===== src/core/smcg_defines.svh =====
// offsets, field positions, reset values and timing counts of the sleep controller
`ifndef SMCG_DEFINES_SVH
`define SMCG_DEFINES_SVH

`define SMCG_ADDR_CORE_CTRL     12'h000
`define SMCG_ADDR_CLK_STOP      12'h004
`define SMCG_ADDR_CLK_SRC       12'h008
`define SMCG_ADDR_STATUS        12'h00C

`define SMCG_ARM_BIT            5
`define SMCG_KIND_HI            4
`define SMCG_KIND_LO            3
`define SMCG_CORE_CTRL_RST      8'h00
`define SMCG_CORE_CTRL_WMASK    8'h38

`define SMCG_STOP_TIMER_ONE     3
`define SMCG_STOP_TIMER_ZERO    2
`define SMCG_STOP_SERIAL        1
`define SMCG_STOP_CONVERTER     0
`define SMCG_CLK_STOP_RST       4'h0

`define SMCG_SRC_PLL_BIT        0
`define SMCG_SRC_XTAL_BIT       1
`define SMCG_CLK_SRC_RST        2'h0

`define SMCG_STANDBY_WAKE_CYC   6
`define SMCG_IRQ_HALT_CYC       4
`define SMCG_DEF_STARTUP_CYC    16

`endif


===== src/core/smcg_pkg.sv =====
// types shared by the sleep-mode clock-gating controller
package smcg_pkg;

   typedef enum logic [1:0] {
      SMCG_KIND_IDLE    = 2'h0,
      SMCG_KIND_NOISE   = 2'h1,
      SMCG_KIND_PWRDOWN = 2'h2,
      SMCG_KIND_STANDBY = 2'h3
   } smcg_kind_t;

   typedef enum logic [4:0] {
      SMCG_ST_ACTIVE  = 5'h01,
      SMCG_ST_SLEEP   = 5'h02,
      SMCG_ST_STARTUP = 5'h04,
      SMCG_ST_RESTORE = 5'h08,
      SMCG_ST_HALT    = 5'h10
   } smcg_state_t;

   // clock domain enables, one bit per gated tree
   typedef struct packed {
      logic cpu;
      logic flash;
      logic io;
      logic conv;
      logic fast;
      logic pll;
      logic osc;
   } smcg_clk_en_t;

   // wake sources presented by the rest of the core
   typedef struct packed {
      logic ext_reset;
      logic wdog_reset;
      logic bod_reset;
      logic irq_zero_level;
      logic irq_one_level;
      logic irq_zero_edge;
      logic irq_one_edge;
      logic pin_change;
      logic prog_ready;
      logic conv_done;
      logic serial_irq;
      logic wdog_irq;
      logic other_io_irq;
   } smcg_wake_t;

endpackage


===== src/core/smcg_sleep_ctrl.sv =====
// sleep-mode and per-module clock-gating controller with APB registers
//
// What this block does
// - sleep entered only when arm bit set and sleep instruction executes.
// - kind 00 enters idle; cpu and flash clocks stop, others run, pll only when it is source.
// - idle keeps peripherals running; any external or internal interrupt wakes.
// - kind 01 enters noise reduction; io, fast, cpu, flash clocks stop.
// - noise reduction wakes on converter, resets, program-ready, level irq zero, pin change.
// - enabled converter starts a conversion on entering idle or noise reduction.
// - kind 10 enters power-down; oscillator and all generated clocks stop.
// - power-down wakes on resets, level irq zero or pin change only.
// - kind 11 with crystal selected is standby: power-down with oscillator running.
// - standby wake start-up takes six clock cycles; restore and halt follow before the core resumes.
// - external irq line zero wakes deep modes only when level-triggered; irq one never does.
// - pll domain runs in idle and noise reduction only when pll is source.
// - interrupt wake halts core four cycles beyond start-up, then resumes.
// - register file and sram contents kept across sleep.
// - reset during sleep wakes core to the reset vector.
// - module stop bit freezes its clock and blocks its register access.
// - clearing a stop bit restarts the module in its previous state.
// - module clock stop acts in active and idle modes.
// - arm bit 5, kind field bits 4:3 of core control, reset zero.
// - stop bits timer one 3, timer zero 2, serial 1, converter 0.
`timescale 1ns/10ps
`include "smcg_defines.svh"

module smcg_sleep_ctrl #(
   parameter int STARTUP_CYC = `SMCG_DEF_STARTUP_CYC
) (
   // clock and reset
   input  wire logic                  I_CLOCK,
   input  wire logic                  I_RST,
   // apb slave
   input  wire logic                  I_PSEL,
   input  wire logic                  I_PENABLE,
   input  wire logic                  I_PWRITE,
   input  wire logic [11:0]           I_PADDR,
   input  wire logic [31:0]           I_PWDATA,
   output logic                       O_PREADY,
   output logic      [31:0]           O_PRDATA,
   output logic                       O_PSLVERR,
   // core side
   input  wire logic                  I_SLEEP_EXEC,
   input  wire logic                  I_CONV_ENABLED,
   input  wire smcg_pkg::smcg_wake_t  I_WAKE,
   input  wire logic                  I_IRQ_ENABLED,
   // peripheral register access requests
   input  wire logic [3:0]            I_MOD_ACCESS,
   // clock enables and core controls
   output smcg_pkg::smcg_clk_en_t     O_CLK_EN,
   output logic      [3:0]            O_MOD_CLK_EN,
   output logic      [3:0]            O_MOD_ACCESS_OK,
   output logic                       O_CONV_START,
   output logic                       O_RESET_VECTOR,
   output logic                       O_IRQ_RESUME,
   output logic                       O_SLEEPING
);

   localparam int CNT_W = 16;

   logic [7:0]              core_ctrl_reg;
   logic [3:0]              clk_stop_reg;
   logic [1:0]              clk_src_reg;
   smcg_pkg::smcg_state_t   state_reg;
   smcg_pkg::smcg_state_t   state_next;
   smcg_pkg::smcg_kind_t    kind_reg;
   logic                    wake_by_reset_reg;
   logic [CNT_W-1:0]        cnt_reg;
   logic [CNT_W-1:0]        cnt_next;
   logic [31:0]             rdata_next;
   logic                    wake_hit;
   logic                    reset_hit;
   logic                    arm_ok;
   logic                    standby_ok;
   smcg_pkg::smcg_kind_t    kind_sel;
   smcg_pkg::smcg_clk_en_t  clk_en_next;
   logic                    apb_wr;
   logic                    apb_rd;

   assign apb_wr    = I_PSEL && I_PENABLE && I_PWRITE;
   assign apb_rd    = I_PSEL && !I_PWRITE;
   assign O_PREADY  = 1'b1;
   assign O_PSLVERR = 1'b0;

   assign kind_sel  = smcg_pkg::smcg_kind_t'(
                         core_ctrl_reg[`SMCG_KIND_HI:`SMCG_KIND_LO]);
   assign arm_ok    = core_ctrl_reg[`SMCG_ARM_BIT] && I_SLEEP_EXEC;
   // standby needs a crystal; otherwise kind 11 sleeps as power-down
   assign standby_ok = clk_src_reg[`SMCG_SRC_XTAL_BIT];

   // register writes
   always_ff @(posedge I_CLOCK) begin
      if (I_RST) begin
         core_ctrl_reg <= `SMCG_CORE_CTRL_RST;
         clk_stop_reg  <= `SMCG_CLK_STOP_RST;
         clk_src_reg   <= `SMCG_CLK_SRC_RST;
      end else if (apb_wr) begin
         if (I_PADDR == `SMCG_ADDR_CORE_CTRL) begin
            core_ctrl_reg <= I_PWDATA[7:0] & `SMCG_CORE_CTRL_WMASK;
         end else if (I_PADDR == `SMCG_ADDR_CLK_STOP) begin
            clk_stop_reg <= I_PWDATA[3:0];
         end else if (I_PADDR == `SMCG_ADDR_CLK_SRC) begin
            clk_src_reg <= I_PWDATA[1:0];
         end
      end
   end

   // read mux, unmapped reads return zero
   always_comb begin
      rdata_next = 32'h0000_0000;
      if (I_PADDR == `SMCG_ADDR_CORE_CTRL) begin
         rdata_next[7:0] = core_ctrl_reg;
      end else if (I_PADDR == `SMCG_ADDR_CLK_STOP) begin
         rdata_next[3:0] = clk_stop_reg;
      end else if (I_PADDR == `SMCG_ADDR_CLK_SRC) begin
         rdata_next[1:0] = clk_src_reg;
      end else if (I_PADDR == `SMCG_ADDR_STATUS) begin
         rdata_next[4:0] = state_reg;
         rdata_next[9:8] = kind_reg;
      end
   end

   always_ff @(posedge I_CLOCK) begin
      if (I_RST) begin
         O_PRDATA <= 32'h0000_0000;
      end else if (apb_rd && !I_PENABLE) begin
         O_PRDATA <= rdata_next;
      end
   end

   // wake qualification per sleep kind
   always_comb begin
      reset_hit = I_WAKE.ext_reset || I_WAKE.wdog_reset || I_WAKE.bod_reset;
      wake_hit  = 1'b0;
      case (kind_reg)
         smcg_pkg::SMCG_KIND_IDLE: begin
            // every interrupt source still clocked can wake
            wake_hit = I_IRQ_ENABLED && (I_WAKE.irq_zero_level || I_WAKE.irq_one_level
                       || I_WAKE.irq_zero_edge || I_WAKE.irq_one_edge
                       || I_WAKE.pin_change || I_WAKE.prog_ready || I_WAKE.conv_done
                       || I_WAKE.serial_irq || I_WAKE.wdog_irq
                       || I_WAKE.other_io_irq);
         end
         smcg_pkg::SMCG_KIND_NOISE: begin
            wake_hit = I_IRQ_ENABLED && (I_WAKE.conv_done || I_WAKE.prog_ready
                       || I_WAKE.irq_zero_level || I_WAKE.pin_change);
         end
         default: begin
            wake_hit = I_IRQ_ENABLED && (I_WAKE.irq_zero_level
                       || I_WAKE.pin_change);
         end
      endcase
   end

   // sleep sequencer
   always_comb begin
      state_next = state_reg;
      cnt_next   = (cnt_reg != '0) ? cnt_reg - 1'b1 : cnt_reg;
      case (state_reg)
         smcg_pkg::SMCG_ST_ACTIVE: begin
            if (arm_ok) begin
               state_next = smcg_pkg::SMCG_ST_SLEEP;
            end
         end
         smcg_pkg::SMCG_ST_SLEEP: begin
            if (reset_hit || wake_hit) begin
               state_next = smcg_pkg::SMCG_ST_STARTUP;
               if (kind_reg == smcg_pkg::SMCG_KIND_STANDBY) begin
                  cnt_next = CNT_W'(`SMCG_STANDBY_WAKE_CYC - 1);
               end else if (kind_reg == smcg_pkg::SMCG_KIND_PWRDOWN) begin
                  cnt_next = CNT_W'(STARTUP_CYC - 1);
               end else begin
                  cnt_next = '0;
               end
            end
         end
         smcg_pkg::SMCG_ST_STARTUP: begin
            if (cnt_reg == '0) begin
               state_next = smcg_pkg::SMCG_ST_RESTORE;
            end
         end
         smcg_pkg::SMCG_ST_RESTORE: begin
            // peripheral trees back before the cpu tree: one cycle on a reset wake, five on an interrupt wake
            state_next = smcg_pkg::SMCG_ST_HALT;
            cnt_next   = CNT_W'(`SMCG_IRQ_HALT_CYC - 1);
         end
         smcg_pkg::SMCG_ST_HALT: begin
            if (wake_by_reset_reg || cnt_reg == '0) begin
               state_next = smcg_pkg::SMCG_ST_ACTIVE;
            end
         end
         default: begin
            state_next = smcg_pkg::SMCG_ST_ACTIVE;
         end
      endcase
   end

   always_ff @(posedge I_CLOCK) begin
      if (I_RST) begin
         state_reg <= smcg_pkg::SMCG_ST_ACTIVE;
         cnt_reg   <= '0;
      end else begin
         state_reg <= state_next;
         cnt_reg   <= cnt_next;
      end
   end

   // latch kind and wake cause
   always_ff @(posedge I_CLOCK) begin
      if (I_RST) begin
         kind_reg          <= smcg_pkg::SMCG_KIND_IDLE;
         wake_by_reset_reg <= 1'b0;
      end else if (state_reg == smcg_pkg::SMCG_ST_ACTIVE && arm_ok) begin
         if (kind_sel == smcg_pkg::SMCG_KIND_STANDBY && !standby_ok) begin
            kind_reg <= smcg_pkg::SMCG_KIND_PWRDOWN;
         end else begin
            kind_reg <= kind_sel;
         end
         wake_by_reset_reg <= 1'b0;
      end else if (state_reg == smcg_pkg::SMCG_ST_SLEEP && reset_hit) begin
         wake_by_reset_reg <= 1'b1;
      end
   end

   // clock domain enables per state and kind
   always_comb begin
      clk_en_next = '1;
      if (state_reg == smcg_pkg::SMCG_ST_SLEEP || state_reg == smcg_pkg::SMCG_ST_STARTUP) begin
         clk_en_next.cpu   = 1'b0;
         clk_en_next.flash = 1'b0;
         clk_en_next.pll   = clk_src_reg[`SMCG_SRC_PLL_BIT];
         case (kind_reg)
            smcg_pkg::SMCG_KIND_IDLE: begin
               clk_en_next.io = 1'b1;
            end
            smcg_pkg::SMCG_KIND_NOISE: begin
               clk_en_next.io   = 1'b0;
               clk_en_next.fast = 1'b0;
            end
            smcg_pkg::SMCG_KIND_PWRDOWN: begin
               clk_en_next.io   = 1'b0;
               clk_en_next.conv = 1'b0;
               clk_en_next.fast = 1'b0;
               clk_en_next.pll  = 1'b0;
               // oscillator restarts only for the start-up count
               clk_en_next.osc  = (state_reg == smcg_pkg::SMCG_ST_STARTUP);
            end
            default: begin
               clk_en_next.io   = 1'b0;
               clk_en_next.conv = 1'b0;
               clk_en_next.fast = 1'b0;
               clk_en_next.pll  = 1'b0;
            end
         endcase
      end else if (state_reg == smcg_pkg::SMCG_ST_RESTORE) begin
         clk_en_next.cpu   = 1'b0;
         clk_en_next.flash = 1'b0;
      end else if (state_reg == smcg_pkg::SMCG_ST_HALT && !wake_by_reset_reg) begin
         clk_en_next.cpu   = 1'b0;
         clk_en_next.flash = 1'b0;
      end
   end

   // gates change only at clock edges so the trees never see a runt pulse
   always_ff @(posedge I_CLOCK) begin
      if (I_RST) begin
         O_CLK_EN <= '1;
      end else begin
         O_CLK_EN <= clk_en_next;
      end
   end

   // per-module stop; deep modes already gate the parent trees
   genvar g;
   generate
      for (g = 0; g < 4; g++) begin : g_mod
         always_ff @(posedge I_CLOCK) begin
            if (I_RST) begin
               O_MOD_CLK_EN[g]    <= 1'b1;
               O_MOD_ACCESS_OK[g] <= 1'b0;
            end else begin
               O_MOD_CLK_EN[g]    <= !clk_stop_reg[g];
               O_MOD_ACCESS_OK[g] <= I_MOD_ACCESS[g] && !clk_stop_reg[g];
            end
         end
      end
   endgenerate

   // one-cycle pulses for the core, plus the sleeping level
   always_ff @(posedge I_CLOCK) begin
      if (I_RST) begin
         O_CONV_START   <= 1'b0;
         O_RESET_VECTOR <= 1'b0;
         O_IRQ_RESUME   <= 1'b0;
         O_SLEEPING     <= 1'b0;
      end else begin
         O_CONV_START   <= state_reg == smcg_pkg::SMCG_ST_ACTIVE && arm_ok && I_CONV_ENABLED
                           && !clk_stop_reg[`SMCG_STOP_CONVERTER]
                           && (kind_sel == smcg_pkg::SMCG_KIND_IDLE
                               || kind_sel == smcg_pkg::SMCG_KIND_NOISE);
         O_RESET_VECTOR <= state_reg == smcg_pkg::SMCG_ST_HALT && wake_by_reset_reg;
         O_IRQ_RESUME   <= state_reg == smcg_pkg::SMCG_ST_HALT && !wake_by_reset_reg
                           && cnt_reg == '0;
         O_SLEEPING     <= state_next != smcg_pkg::SMCG_ST_ACTIVE;
      end
   end

endmodule


===== config.mk =====
export PLATFORM = sky130hd
export DESIGN_NAME = smcg_sleep_ctrl
export DESIGN_NICKNAME = d
export VERILOG_FILES = /design/src/core/smcg_pkg.sv /design/src/core/smcg_sleep_ctrl.sv
export VERILOG_INCLUDE_DIRS = /design/src /design/src/core
export SDC_FILE = /design/constraint.sdc
export NUM_CORES = 1
export LEC_CHECK = 0
export BUFFER_PORTS_ARGS = -buffer_cell sky130_fd_sc_hd__clkbuf_2
export CORE_UTILIZATION = 45
export DETAILED_ROUTE_END_ITERATION = 10
export PLACE_DENSITY = 0.86
export SETUP_SLACK_MARGIN = 0.2
export SYNTH_ARGS = -nofsm -noshare
export SYNTH_HDL_FRONTEND = slang
export SYNTH_SLANG_ARGS = --single-unit

===== constraint.sdc =====
create_clock -name I_CLOCK -period 2.3 [get_ports I_CLOCK]
set_clock_uncertainty 0.1 [all_clocks]
set_input_delay 0 -clock I_CLOCK [delete_from_list [all_inputs] [get_ports I_CLOCK]]
set_output_delay 0 -clock I_CLOCK [all_outputs]
set_load 0.01 [all_outputs]

# After elaboration in Yosys (flattened, before gate mapping)
# Index checks and enable logic that the tools add are counted.
[op_classes] add_sub_neg=1 bitwise=4 n_eq_ne=14 n_mul=0 magnitude_cmp=0 mux=29 n_div=0 shift=0 n_reduce_logical=60
[op_table] operator="$mux W16" count=2
[op_table] operator="$pmux W16 S2" count=1
[op_table] operator="$mux W5" count=6
[op_table] operator="$pmux W5 S5" count=1
[op_table] operator="$eq A12 B4 Y1 const B" count=2
[op_table] operator="$logic_and A1 B1 Y1" count=21
[op_table] operator="$logic_or A1 B1 Y1" count=19
[op_table] operator="$mux W2" count=9
[op_table] operator="$logic_not A16 Y1" count=1
[op_table] operator="$reduce_bool A16 Y1" count=1
[op_table] operator="$sub A16 B1 Y16 const B" count=1
[op_table] operator="$eq A12 B3 Y1 const B" count=1
[op_table] operator="$logic_not A12 Y1" count=1
[op_table] operator="$mux W4" count=3
[op_table] operator="$logic_not A1 Y1" count=8
[op_table] operator="$eq A2 B2 Y1 const B" count=3
[op_table] operator="$reduce_or A2 Y1" count=3
[op_table] operator="$eq A5 B1 Y1 const B" count=1
[op_table] operator="$eq A5 B2 Y1 const B" count=1
[op_table] operator="$eq A5 B3 Y1 const B" count=1
[op_table] operator="$eq A5 B4 Y1 const B" count=1
[op_table] operator="$eq A5 B5 Y1 const B" count=1
[op_table] operator="$mux W1" count=5
[op_table] operator="$ne A5 B1 Y1 const B" count=1
[op_table] operator="other kinds (9)" count=14
[totals] latch_bits=0 output_inout_bits=53 elab_cells=134 in_bits=69 mem_count=0 ram_bits=0 romBits=0 register_bits=61

# Longest topological paths before layout
# Gate-level depths: netlist of the first run.
[logic_depth] ltp_word=15 ltp_mapped=8 mapped_depth_nobuf=7

# Worst setup path after synthesis of the first run
# Ideal clock, no wire load.
[synth_path] kind="reg-to-reg" start="register cnt_reg[8]" end="register cnt_reg[6]" path_slack_ns=0.480 synth_period_minus_slack_ns=1.820 setup_time_ns=0.070 required_time_ns=2.130 n_path_buf=0 arrival_ns=1.650 path_stages_with_launch=6 cell_sequence="dfxtp_1 or4_1 nor4_1 nor3_1 a21bo_2 a21oi_1"
[synth_via] elab_chain_cells=4
[synth_rtl] element="start, declared" line_no="smcg_sleep_ctrl.sv:68" text="logic [CNT_W-1:0] cnt_reg;"
[synth_rtl] element="start signal, assigned" line_no="smcg_sleep_ctrl.sv:204" text="cnt_reg <= cnt_next;"
[synth_rtl] element="$reduce_bool A16 Y1 (*)" line_no="smcg_sleep_ctrl.sv:158" text="cnt_next = (cnt_reg != '0) ? cnt_reg - 1'b1 : cnt_reg;"
[synth_rtl] element="$mux W16 (*)" line_no="smcg_sleep_ctrl.sv:158"
[synth_rtl] element="$mux W16" line_no="smcg_sleep_ctrl.sv:166" text="if (reset_hit || wake_hit) begin"
[synth_rtl] element="$pmux W16 S2 (*)" line_no="smcg_sleep_ctrl.sv:159" text="case (state_reg)"
# Every way passes the cells marked *; elsewhere a longest branch is shown, timed or not.
# A chain may end at the register's enable or synchronous reset.

# Worst setup path after layout of the first run
[layout_path] start="register cnt_reg[5]" end="register cnt_reg[14]"
[layout_via] elab_chain_cells=4 word_cells_on_any_way=5 cone_classes="add/sub (1); mux (3); reduce/logical (1)"
[layout_rtl] element="$sub A16 B1 Y16 / $reduce_bool A16 Y1 (equally long branches)" line_no="smcg_sleep_ctrl.sv:158"
[layout_rtl] element="$mux W16 (*)" line_no="smcg_sleep_ctrl.sv:158"
[layout_rtl] element="$mux W16" line_no="smcg_sleep_ctrl.sv:166"
[layout_rtl] element="$pmux W16 S2 (*)" line_no="smcg_sleep_ctrl.sv:159"
# Marked as above.

==> flow_summary.toml, run 1 <==
[global_routing]
grt_pass1_vias = 2138
grt_max_degree = 31
grt_usage = 0.198
grt_pass1_wl_um = 9690
antenna_found_initial = 0
grt_overflow = 0

[clock_tree]
cts_sinks = 58
clock_latency_ns = 0.34
cts_tree = "built"
clockBufferDepth = 2
clk_pin_slew_ns = 0.07
root_buffer = "clkbuf_8"
post-cts-setup-buffers = 0
cts_made_buffers = 9
cts-htree-levels = 3

[place]
dpl_cell_area_um2 = 3020
gp_congestion = 0.842
port_buffers = 69
dp_hpwl_um = 4320
pre_cts_ws_ns = 0.319

[synthesis]
synthTopCellsByArea = "dfxtp_1, buf_4, nor2_1, mux2i_1, nor3_1"
ys.flop_type = "dfxtp_1"
seq_area_frac_synth = 0.424
synth_cell_type_count = 51
synth_area_per_cell_um2 = 8.52
async_reset_ff_frac = 0
synth-xor-area-share = 0.0352
ys_ff_latch = 58
synth_compound_area_frac = 0.137
synth.largest_area_cell = "dfxtp_1"
syn_area_um2 = 2740
synth-simple-area-share = 0.251
synth.mux.area_fraction = 0.0412
yosys.area_share.adder = 0.00457
synth_top_area_share = 0.424
synth-edff-count = 0
yosysWarnings = 0
syn_inst = 321
synth_top_family_by_area = "simple AND/OR/NAND/NOR gates"

[final_layout]
largest_reg_flops = 16
layout-drive-gt1-share = 0.241
fin_nets = 475
fillCellCount = 519
diodes = 0
area_growth_pct = 24.6
final_area_um2 = 3410

[critical_path]
cp_num_cells = 5
crit_slowest_cell = "or4_1"
start_kind = "flip-flop"
worst-path-buf-inv = 0
end_kind = "flip-flop"
crit_start = "cnt_reg[5]$_SDFF_PP0_"
path_class = "flip-flop to flip-flop"
r2r_start = "cnt_reg[5]$_SDFF_PP0_"
slowest_delay_ns = 0.58
r2r_setup_slack_ns = 0.30
critPathMaxFanout = 4
reg2reg_to = "cnt_reg[14]$_SDFF_PP0_"
crit_family = "simple AND/OR/NAND/NOR gates"
ff2ff_path_depth = 5
critical_path_required_ns = 2.40
path_cells = "or4_1, a311o_1, nor4_1, xnor2_1, nor2_1"
arrival_ns = 2.10

[routing]
vias = 2519
drc = 0
detail-route-antenna-nets = 0
wl_per_cell_um = 12.6
drt-pass1-iter-count = 4
viasPerCell = 5.19
drt_wl_total_um = 6110
drt_iter0_drc = 194

[floorplan]
rows = 28
floorplan.initialDensity = 0.465
ioPinCount = 122
die_h_um = 80.0
dieWidth_um = 80.0
dieArea_um2 = 6400
fp.coreArea_um2 = 5890

[sta]
finalHoldViolations = 0
finalSetupTns_ns = 0
post-route-period-util = 0.869
max_slew_margin = 0.602
fin_ws_ns = 0.301
tightestPinTransition_ns = 0.596
setup_violations = 0
fmax_ghz = 0.500
min_period_ns = 2.00
drv_slew = 0
rsz0062_at_grt = "yes"

[power_and_ir_drop]
p_leak_nw = 1.42
p_sw_mw = 1.08
ir_drop_mv = 0.377
clkPwrFrac = 0.297
p_seq_frac = 0.392
finalPower_mw = 3.18
p_per_area_nw_per_um2 = 933
combPwrFrac = 0.311
intPower_mw = 2.09
switching_share = 0.341

[hold_path]
min_to = "O_PRDATA[3]$_SDFFE_PP0P_"
holdCritStartpoint = "I_PADDR[4]"
min_path_type = "input pin to flip-flop"
holdPathStages = 6

[run]
max_cap_viol_count = 0

[run_status]
status = "finished clean"
-- power groups by stage --
stage / combinational (mW) / sequential, mW / clock (mW)
final: 0.989 / 1.25 / 0.945
after global routing: 1.11 / 1.26 / 1.01
after detailed placement: 0.926 / 1.26 / 0
after CTS: 0.953 / 1.24 / 0.958
after floorplan: 0.791 / 1.23 / 0
after global placement: 0.899 / 1.25 / 0
-- metrics by stage --
stage | cells | hold slack (ns) | util
after detailed placement | 452 | 0.124 | 0.513
final | 485 | 0.0582 | 0.579
after CTS | 485 | 0.0556 | 0.577
after global placement | 452 | 0.104 | 0.513
after floorplan | 345 | 0.0217 | -
after global routing | 485 | 0.120 | 0.579
-- cells in the mapped netlist (all sizes together) (2+ instances only) --
cell type,instances
nand2,16
nand3,7
a211o,2
xnor2,6
nor2,52
dfxtp,58
nand3b,3
o21ai,14
a21oi,16
and3,2
nor4,9
nor3,18
mux2,2
clkbuf,10
nand4,2
nor3b,3
mux2i,9
a32oi,2
or3,6
buf,29
conb,2
a211oi,2
nand2b,9
a22oi,5
o211ai,3
inv,7
or4,4
xor2,5
-- kinds of logic (layout without fill, tap and decap cells) --
logic type	count (synthesis)	after routing
AND/OR/NAND/NOR	137	137
flip-flops	58	58
AO/OA/AOI/OAI	55	55
buffers and inverters	46	111
XOR/XNOR	11	11
multiplexers	11	11
other	2	26
adder cells (fa/ha/maj)	1	1
-- worst max path at each step --
| stage | slack (ns) | to |
|---|---|---|
| finish | 0.30 | cnt_reg[14]$_SDFF_PP0_ |
| global route | 0.20 | cnt_reg[10]$_SDFF_PP0_ |
| CTS | 0.29 | cnt_reg[2]$_SDFF_PP0_ |
| detailed placement | 0.32 | cnt_reg[2]$_SDFF_PP0_ |
| global placement | 0.33 | cnt_reg[2]$_SDFF_PP0_ |
| floorplan | 0.48 | cnt_reg[6]$_SDFF_PP0_ |
-- placed cells by master (no fill, tap or decap), drive strengths merged, types with 6 or more instances in the layout --
| master | netlist | routed |
|---|---|---|
| clkbuf | 10 | 79 |
| dfxtp | 58 | 58 |
| nor2 | 52 | 52 |
| conb | 2 | 26 |
| nor3 | 18 | 18 |
| dlygate4sd3 | 0 | 17 |
| nand2 | 16 | 16 |
| a21oi | 16 | 16 |
| o21ai | 14 | 14 |
| nand2b | 9 | 9 |
| mux2i | 9 | 9 |
| nor4 | 9 | 9 |
| inv | 7 | 7 |
| nand3 | 7 | 7 |
| xnor2 | 6 | 6 |
| or3 | 6 | 6 |
-- tightest hold or removal path: cells and delay by family --
kind / cells / cell delay [ns]
buf+inv: 1 / 0.08
compound gates: 1 / 0.11
simple gates: 4 / 0.26
-- per-layer routing --
metal,GRT usage,vias up,part of all wire
met5,0,-,0
met4,0.0696,0,0.010
met3,0.0629,6,0.081
met1,0.265,1157,0.44
met2,0.297,109,0.47
li1,-,1247,-
-- layout make-up --
| cell class | count | area (um2) | share of cell area |
|---|---|---|---|
| multi-input combinational | 241 | 1390 | 0.409 |
| sequential | 58 | 1160 | 0.341 |
| timing repair buffer | 88 | 531 | 0.156 |
| clock buffer | 10 | 138 | 0.0404 |
| tap | 75 | 93.8 | 0.0275 |
| clock inverter | 6 | 66.3 | 0.0195 |
| inverter | 7 | 26.3 | 0.00771 |
-- timing repair --
item                                   in CTS  in global routing
setup endpoints to repair                   0                  4
gates resized for setup                     0                  2
hold buffers                               17                  0
endpoints found under the hold margin      23                  0
Note: power is estimated with default switching activity, not from simulation.
==> run 2: changes to the inputs <==
--- a/config.mk
+++ b/config.mk
@@ -9,6 +9,7 @@
 export BUFFER_PORTS_ARGS = -buffer_cell sky130_fd_sc_hd__clkbuf_2
 export CORE_UTILIZATION = 45
 export DETAILED_ROUTE_END_ITERATION = 10
+export MAX_ROUTING_LAYER = met4
 export PLACE_DENSITY = 0.86
 export SETUP_SLACK_MARGIN = 0.2
 export SYNTH_ARGS = -nofsm -noshare
==> flow_summary.toml, run 2 (synthesis gave the netlist of run 1 again) <==
[run_status]
status = "finished clean"

[power_and_ir_drop]
ir_drop_mv = 0.432
finalPower_mw = 3.23
p_per_area_nw_per_um2 = 954
p_leak_nw = 1.41

[hold_path]
min_to = "wake_by_reset_reg$_SDFFE_PP0P_"
min_path_type = "input pin to flip-flop"
holdPathStages = 4
holdCritStartpoint = "I_WAKE[10]"

[critical_path]
path_cells = "or4_1, nor4_2, o21ai_0, or3b_2, nand3_1"
r2r_setup_slack_ns = 0.27
slowest_delay_ns = 0.62
path_class = "flip-flop to flip-flop"
crit_slowest_cell = "or4_1"
critical_path_required_ns = 2.41
worst-path-buf-inv = 0
start_kind = "flip-flop"
ff2ff_path_depth = 5
crit_family = "simple AND/OR/NAND/NOR gates"
end_kind = "flip-flop"
reg2reg_to = "cnt_reg[2]$_SDFF_PP0_"
cp_num_cells = 5
arrival_ns = 2.14
r2r_start = "cnt_reg[8]$_SDFF_PP0_"
critPathMaxFanout = 5

[sta]
tightestPinTransition_ns = 0.563
finalSetupTns_ns = 0
fmax_ghz = 0.492
rsz0062_at_grt = "yes"
max_slew_margin = 0.624
min_period_ns = 2.03
finalHoldViolations = 0
post-route-period-util = 0.883
finalHoldWorstSlack_ns = 0.0817
drv_slew = 0
setup_violations = 0

[clock_tree]
post-cts-setup-buffers = 0
clock_latency_ns = 0.33
cts_made_buffers = 9
clockBufferDepth = 2
cts-htree-levels = 3
root_buffer = "clkbuf_8"
cts_tree = "built"
cts_sinks = 58
clk_pin_slew_ns = 0.06

[global_routing]
grt_usage = 0.205
grt_overflow = 0
antenna_found_initial = 0
grt_pass1_wl_um = 9790
grt_max_degree = 27
grt_pass1_vias = 2226

[routing]
drt_iter0_drc = 211
wl_per_cell_um = 12.6
detail-route-antenna-nets = 0
drc = 0
viasPerCell = 5.18
drt_wl_total_um = 6070
vias = 2493
drt-pass1-iter-count = 4

[final_layout]
multi_input_area_um2 = 1400
diodes = 0
mostFrequentLayoutCell = "clkbuf_2"
layout_common_cells = "clkbuf_2, dfxtp_1, nor2_1"
area_growth_pct = 23.8
largest_reg_flops = 16
final_area_um2 = 3390
fin_nets = 472
fillCellCount = 525
layout-drive-gt1-share = 0.244
register_area_um2 = 1160

[floorplan]
floorplan.initialDensity = 0.465
dieWidth_um = 80.0
fp.coreArea_um2 = 5890
dieArea_um2 = 6400
rows = 28
die_h_um = 80.0
ioPinCount = 122

[place]
dp_hpwl_um = 4330
gp_congestion = 0.876
port_buffers = 69
dpl_cell_area_um2 = 3020

[run]
max_cap_viol_count = 0
==> run 2: changes by cell type in the layout (fill, tap and decap cells not counted) <==
| cell | change |
|---|---|
| bufinv_16 | +1 |
| clkbuf_8 | -1 |
| clkinv_2 | +2 |
| clkinvlp_4 | -2 |
| nor4_2 | +1 |
| clkinv_4 | -1 |
| nor4_1 | -1 |
| dlygate4sd3_1 | -3 |
==> run 2: how the worst max path moves through the flow <==
stage                           from               endpoint  slack, ns
4_1_cts        cnt_reg[8]$_SDFF_PP0_  cnt_reg[2]$_SDFF_PP0_       0.29
6_report       cnt_reg[8]$_SDFF_PP0_  cnt_reg[2]$_SDFF_PP0_       0.27
5_1_grt        cnt_reg[8]$_SDFF_PP0_  cnt_reg[2]$_SDFF_PP0_       0.12
2_1_floorplan  cnt_reg[8]$_SDFF_PP0_  cnt_reg[6]$_SDFF_PP0_       0.48
3_3_place_gp   cnt_reg[8]$_SDFF_PP0_  cnt_reg[2]$_SDFF_PP0_       0.32
3_5_place_dp   cnt_reg[8]$_SDFF_PP0_  cnt_reg[2]$_SDFF_PP0_       0.21
==> run 2: power breakdown <==
group / switching (mW) / internal [mW] / total (mW)
combinational: 0.545 / 0.451 / 0.996
clock: 0.392 / 0.597 / 0.989
sequential: 0.129 / 1.12 / 1.25
==> run 2: worst reg2reg max path, cell delays in order (launching register included) <==
cell     delay [ns]
dfxtp_1        0.35
or4_1          0.62
nor4_2         0.38
o21ai_0        0.18
or3b_2         0.23
nand3_1        0.07
==> run 2: final cells by class <==
cell class,count,area share
Timing Repair Buffer,85,0.148
Multi-Input combinational cell,241,0.413
Inverter,7,0.00776
Clock buffer,9,0.0366
Sequential cell,58,0.343
Tap cell,75,0.0277
Clock inverter,6,0.0244
==> run 2: per-stage QoR <==
step | std cells | setup WS, ns | utilization
floorplan | 345 | 0.480 | -
global placement | 452 | 0.324 | 0.513
detailed placement | 452 | 0.210 | 0.513
CTS | 481 | 0.287 | 0.573
global route | 481 | 0.118 | 0.575
finish | 481 | 0.269 | 0.575
==> run 2: metal layers <==
layer  up-vias  wire length, um  GRT usage  part of all wire
li1       1235                -          -                 -
met4         0               90     0.0929             0.015
met5         -                0          -                 0
met1      1148             2690      0.257              0.44
met2        99             2910      0.302              0.48
met3        11              380     0.0629             0.063
==> run 2: repair_timing <==
action | in CTS | in global routing
setup endpoints to repair | 1 | 7
resized for setup | 1 | 2
hold buffers | 14 | 0
endpoints found under the hold margin | 18 | 0
==> run 3: changes to the inputs <==
--- a/config.mk
+++ b/config.mk
@@ -6,11 +6,12 @@
 export SDC_FILE = /design/constraint.sdc
 export NUM_CORES = 1
 export LEC_CHECK = 0
+export ABC_AREA = 1
 export BUFFER_PORTS_ARGS = -buffer_cell sky130_fd_sc_hd__clkbuf_2
-export CORE_UTILIZATION = 45
+export CORE_UTILIZATION = 48
 export DETAILED_ROUTE_END_ITERATION = 10
 export MAX_ROUTING_LAYER = met4
-export PLACE_DENSITY = 0.86
+export PLACE_DENSITY = 0.89
 export SETUP_SLACK_MARGIN = 0.2
 export SYNTH_ARGS = -nofsm -noshare
 export SYNTH_HDL_FRONTEND = slang
==> flow_summary.toml, run 3 <==
[floorplan]
ioPinCount = 122
fp.coreArea_um2 = 5960
dieWidth_um = 80.8
floorplan.initialDensity = 0.500
die_h_um = 80.8
rows = 28
dieArea_um2 = 6520

[global_routing]
antenna_found_initial = 0
grt_pass1_wl_um = 11800
grt_pass1_vias = 2740
grt_max_degree = 19
grt_overflow = 0
grt_usage = 0.248

[hold_path]
min_path_type = "input pin to flip-flop"

[critical_path]
end_kind = "flip-flop"
start_kind = "flip-flop"
critical_path_required_ns = 2.48
arrival_ns = 2.06
critPathMaxFanout = 7
path_class = "flip-flop to flip-flop"

[synthesis]
synth_top_family_by_area = "simple AND/OR/NAND/NOR gates"
yosys.area_share.adder = 0.00420
synthTopCellsByArea = "dfxtp_1, nand2_1, buf_4, nor2_1, nand3_1"
async_reset_ff_frac = 0
synth_compound_area_frac = 0.111
synth_top_area_share = 0.390
ys.flop_type = "dfxtp_1"
synth_most_common_cell = "nand2_1"
synth_common_cells = "nand2_1, dfxtp_1, nor2_1, inv_1, nand3_1"
syn_inst = 416
synth_area_per_cell_um2 = 7.16
synth.mux.area_fraction = 0
synth-xor-area-share = 0.0118
synth.largest_area_cell = "dfxtp_1"
synth_cell_type_count = 39
yosysWarnings = 0
syn_area_um2 = 2980
synth-edff-count = 0
synth-simple-area-share = 0.331
ys_ff_latch = 58
seq_area_frac_synth = 0.390

[clock_tree]
clock_latency_ns = 0.34
cts_tree = "built"
cts_made_buffers = 9
cts-htree-levels = 3
clockBufferDepth = 2
root_buffer = "clkbuf_8"
cts_sinks = 58
clk_pin_slew_ns = 0.08
post-cts-setup-buffers = 0

[routing]
vias = 2943
detail-route-antenna-nets = 0
drt_wl_total_um = 7190
drt_iter0_drc = 155
drc = 0
wl_per_cell_um = 12.3
viasPerCell = 5.01
drt-pass1-iter-count = 6

[sta]
fin_ws_ns = 0.421
post-route-period-util = 0.817
rsz0062_at_grt = "no"
finalHoldViolations = 0
min_period_ns = 1.88
finalHoldWorstSlack_ns = 0.0184
drv_slew = 0
setup_violations = 0
finalSetupTns_ns = 0
fmax_ghz = 0.532

[place]
dp_hpwl_um = 5080
port_buffers = 69
place_inst = 551
gp_congestion = 0.918
pre_cts_ws_ns = 0.499

[final_layout]
largest_reg_flops = 16
instances_no_fill = 587
layout-drive-gt1-share = 0.266
fin_nets = 577
layout_common_cells = "clkbuf_2, nand2_1, dfxtp_1"
diodes = 0
area_growth_pct = 23.0
mostFrequentLayoutCell = "clkbuf_2"
fillCellCount = 534

[power_and_ir_drop]
p_per_area_nw_per_um2 = 1000
p_leak_nw = 1.73
ir_drop_mv = 0.630

[run_status]
status = "finished clean"

[run]
max_cap_viol_count = 0
-- run 3: cell types whose count changed after synthesis, moves of 6 or more --
cell / delta
o21ai_1: +8
nor2_2: +16
nor4_1: -6
inv_1: +33
nand3_1: +27
nand2_1: +50
nand2b_1: -9
mux2i_1: -9
inv_2: +8
a21oi_1: +14
clkbuf_1: -8
nor3_1: -11
-- run 3: what timing repair did --
| action | 4_1_cts | 5_1_grt |
|---|---|---|
| hold endpoints to repair | 25 | 0 |
| hold buffers | 20 | 0 |
| setup endpoints to repair | 0 | 1 |
| resized for setup | 0 | 1 |
-- run 3: metal layers --
| metal | wire [um] | share of wire | GRT usage | up-vias |
|---|---|---|---|---|
| li1 | - | - | - | 1460 |
| met1 | 2770 | 0.39 | 0.256 | 1332 |
| met2 | 3760 | 0.52 | 0.448 | 132 |
| met3 | 488 | 0.068 | 0.0640 | 19 |
| met4 | 169 | 0.023 | 0.0964 | 0 |
| met5 | 0 | 0 | - | - |
-- run 3: critical path, cell delays in order (launching register included) --
cell	delay, ns
dfxtp_1	0.36
nor2_2	0.18
nand4_1	0.13
inv_1	0.09
nand3_1	0.21
nor3_2	0.18
dlygate4sd3_1	0.57
-- run 3: layout make-up --
| cell class | count | area, um2 | share of cell area |
|---|---|---|---|
| multi-input cells | 295 | 1470 | 0.400 |
| flip-flops and latches | 58 | 1160 | 0.317 |
| repair buffers | 93 | 576 | 0.157 |
| inverters | 50 | 188 | 0.0512 |
| clock buffers | 10 | 138 | 0.0376 |
| well taps | 75 | 93.8 | 0.0256 |
| clock inverters | 6 | 41.3 | 0.0113 |
-- run 3: cell families (layout without fill, tap and decap cells) --
| kind of cell | after synthesis | in the layout |
|---|---|---|
| xor+xnor | 4 | 4 |
| flops | 58 | 58 |
| simple gates | 203 | 203 |
| other cells | 2 | 26 |
| buf+inv | 87 | 159 |
| compound gates | 61 | 61 |
| fa+ha+maj | 1 | 1 |
-- run 3: per-stage QoR --
step,power (mW),cell area (um2),utilization
6_report,3.67,3660,0.615
5_1_grt,3.96,3660,0.615
4_1_cts,3.67,3660,0.614
3_5_place_dp,2.79,3280,0.550
3_3_place_gp,2.75,3280,0.550
2_1_floorplan,2.55,3070,-
-- run 3: final timing paths --
| path | depth (start not counted) | startpoint | to | slack [ns] |
|---|---|---|---|---|
| worst min register to register | 1 | clk_stop_reg[0]$_SDFFE_PP0P_ | O_MOD_CLK_EN[0]$_SDFF_PP1_ | 0.29 |
| worst max-delay path | 6 | state_reg[2]$_SDFF_PP0_ | O_CONV_START$_SDFF_PP0_ | 0.42 |
| worst max register to register | 6 | state_reg[2]$_SDFF_PP0_ | O_CONV_START$_SDFF_PP0_ | 0.42 |
| worst min-delay path | 5 | I_PADDR[1] | O_PRDATA[9]$_SDFFE_PP0P_ | 0.02 |
-- run 3: where the power goes --
group          internal, mW  total (mW)  leakage (nW)  switching (mW)
Combinational         0.596        1.52          1.17           0.928
Clock                 0.419       0.849        0.0847           0.430
Sequential             1.15        1.29         0.472           0.146
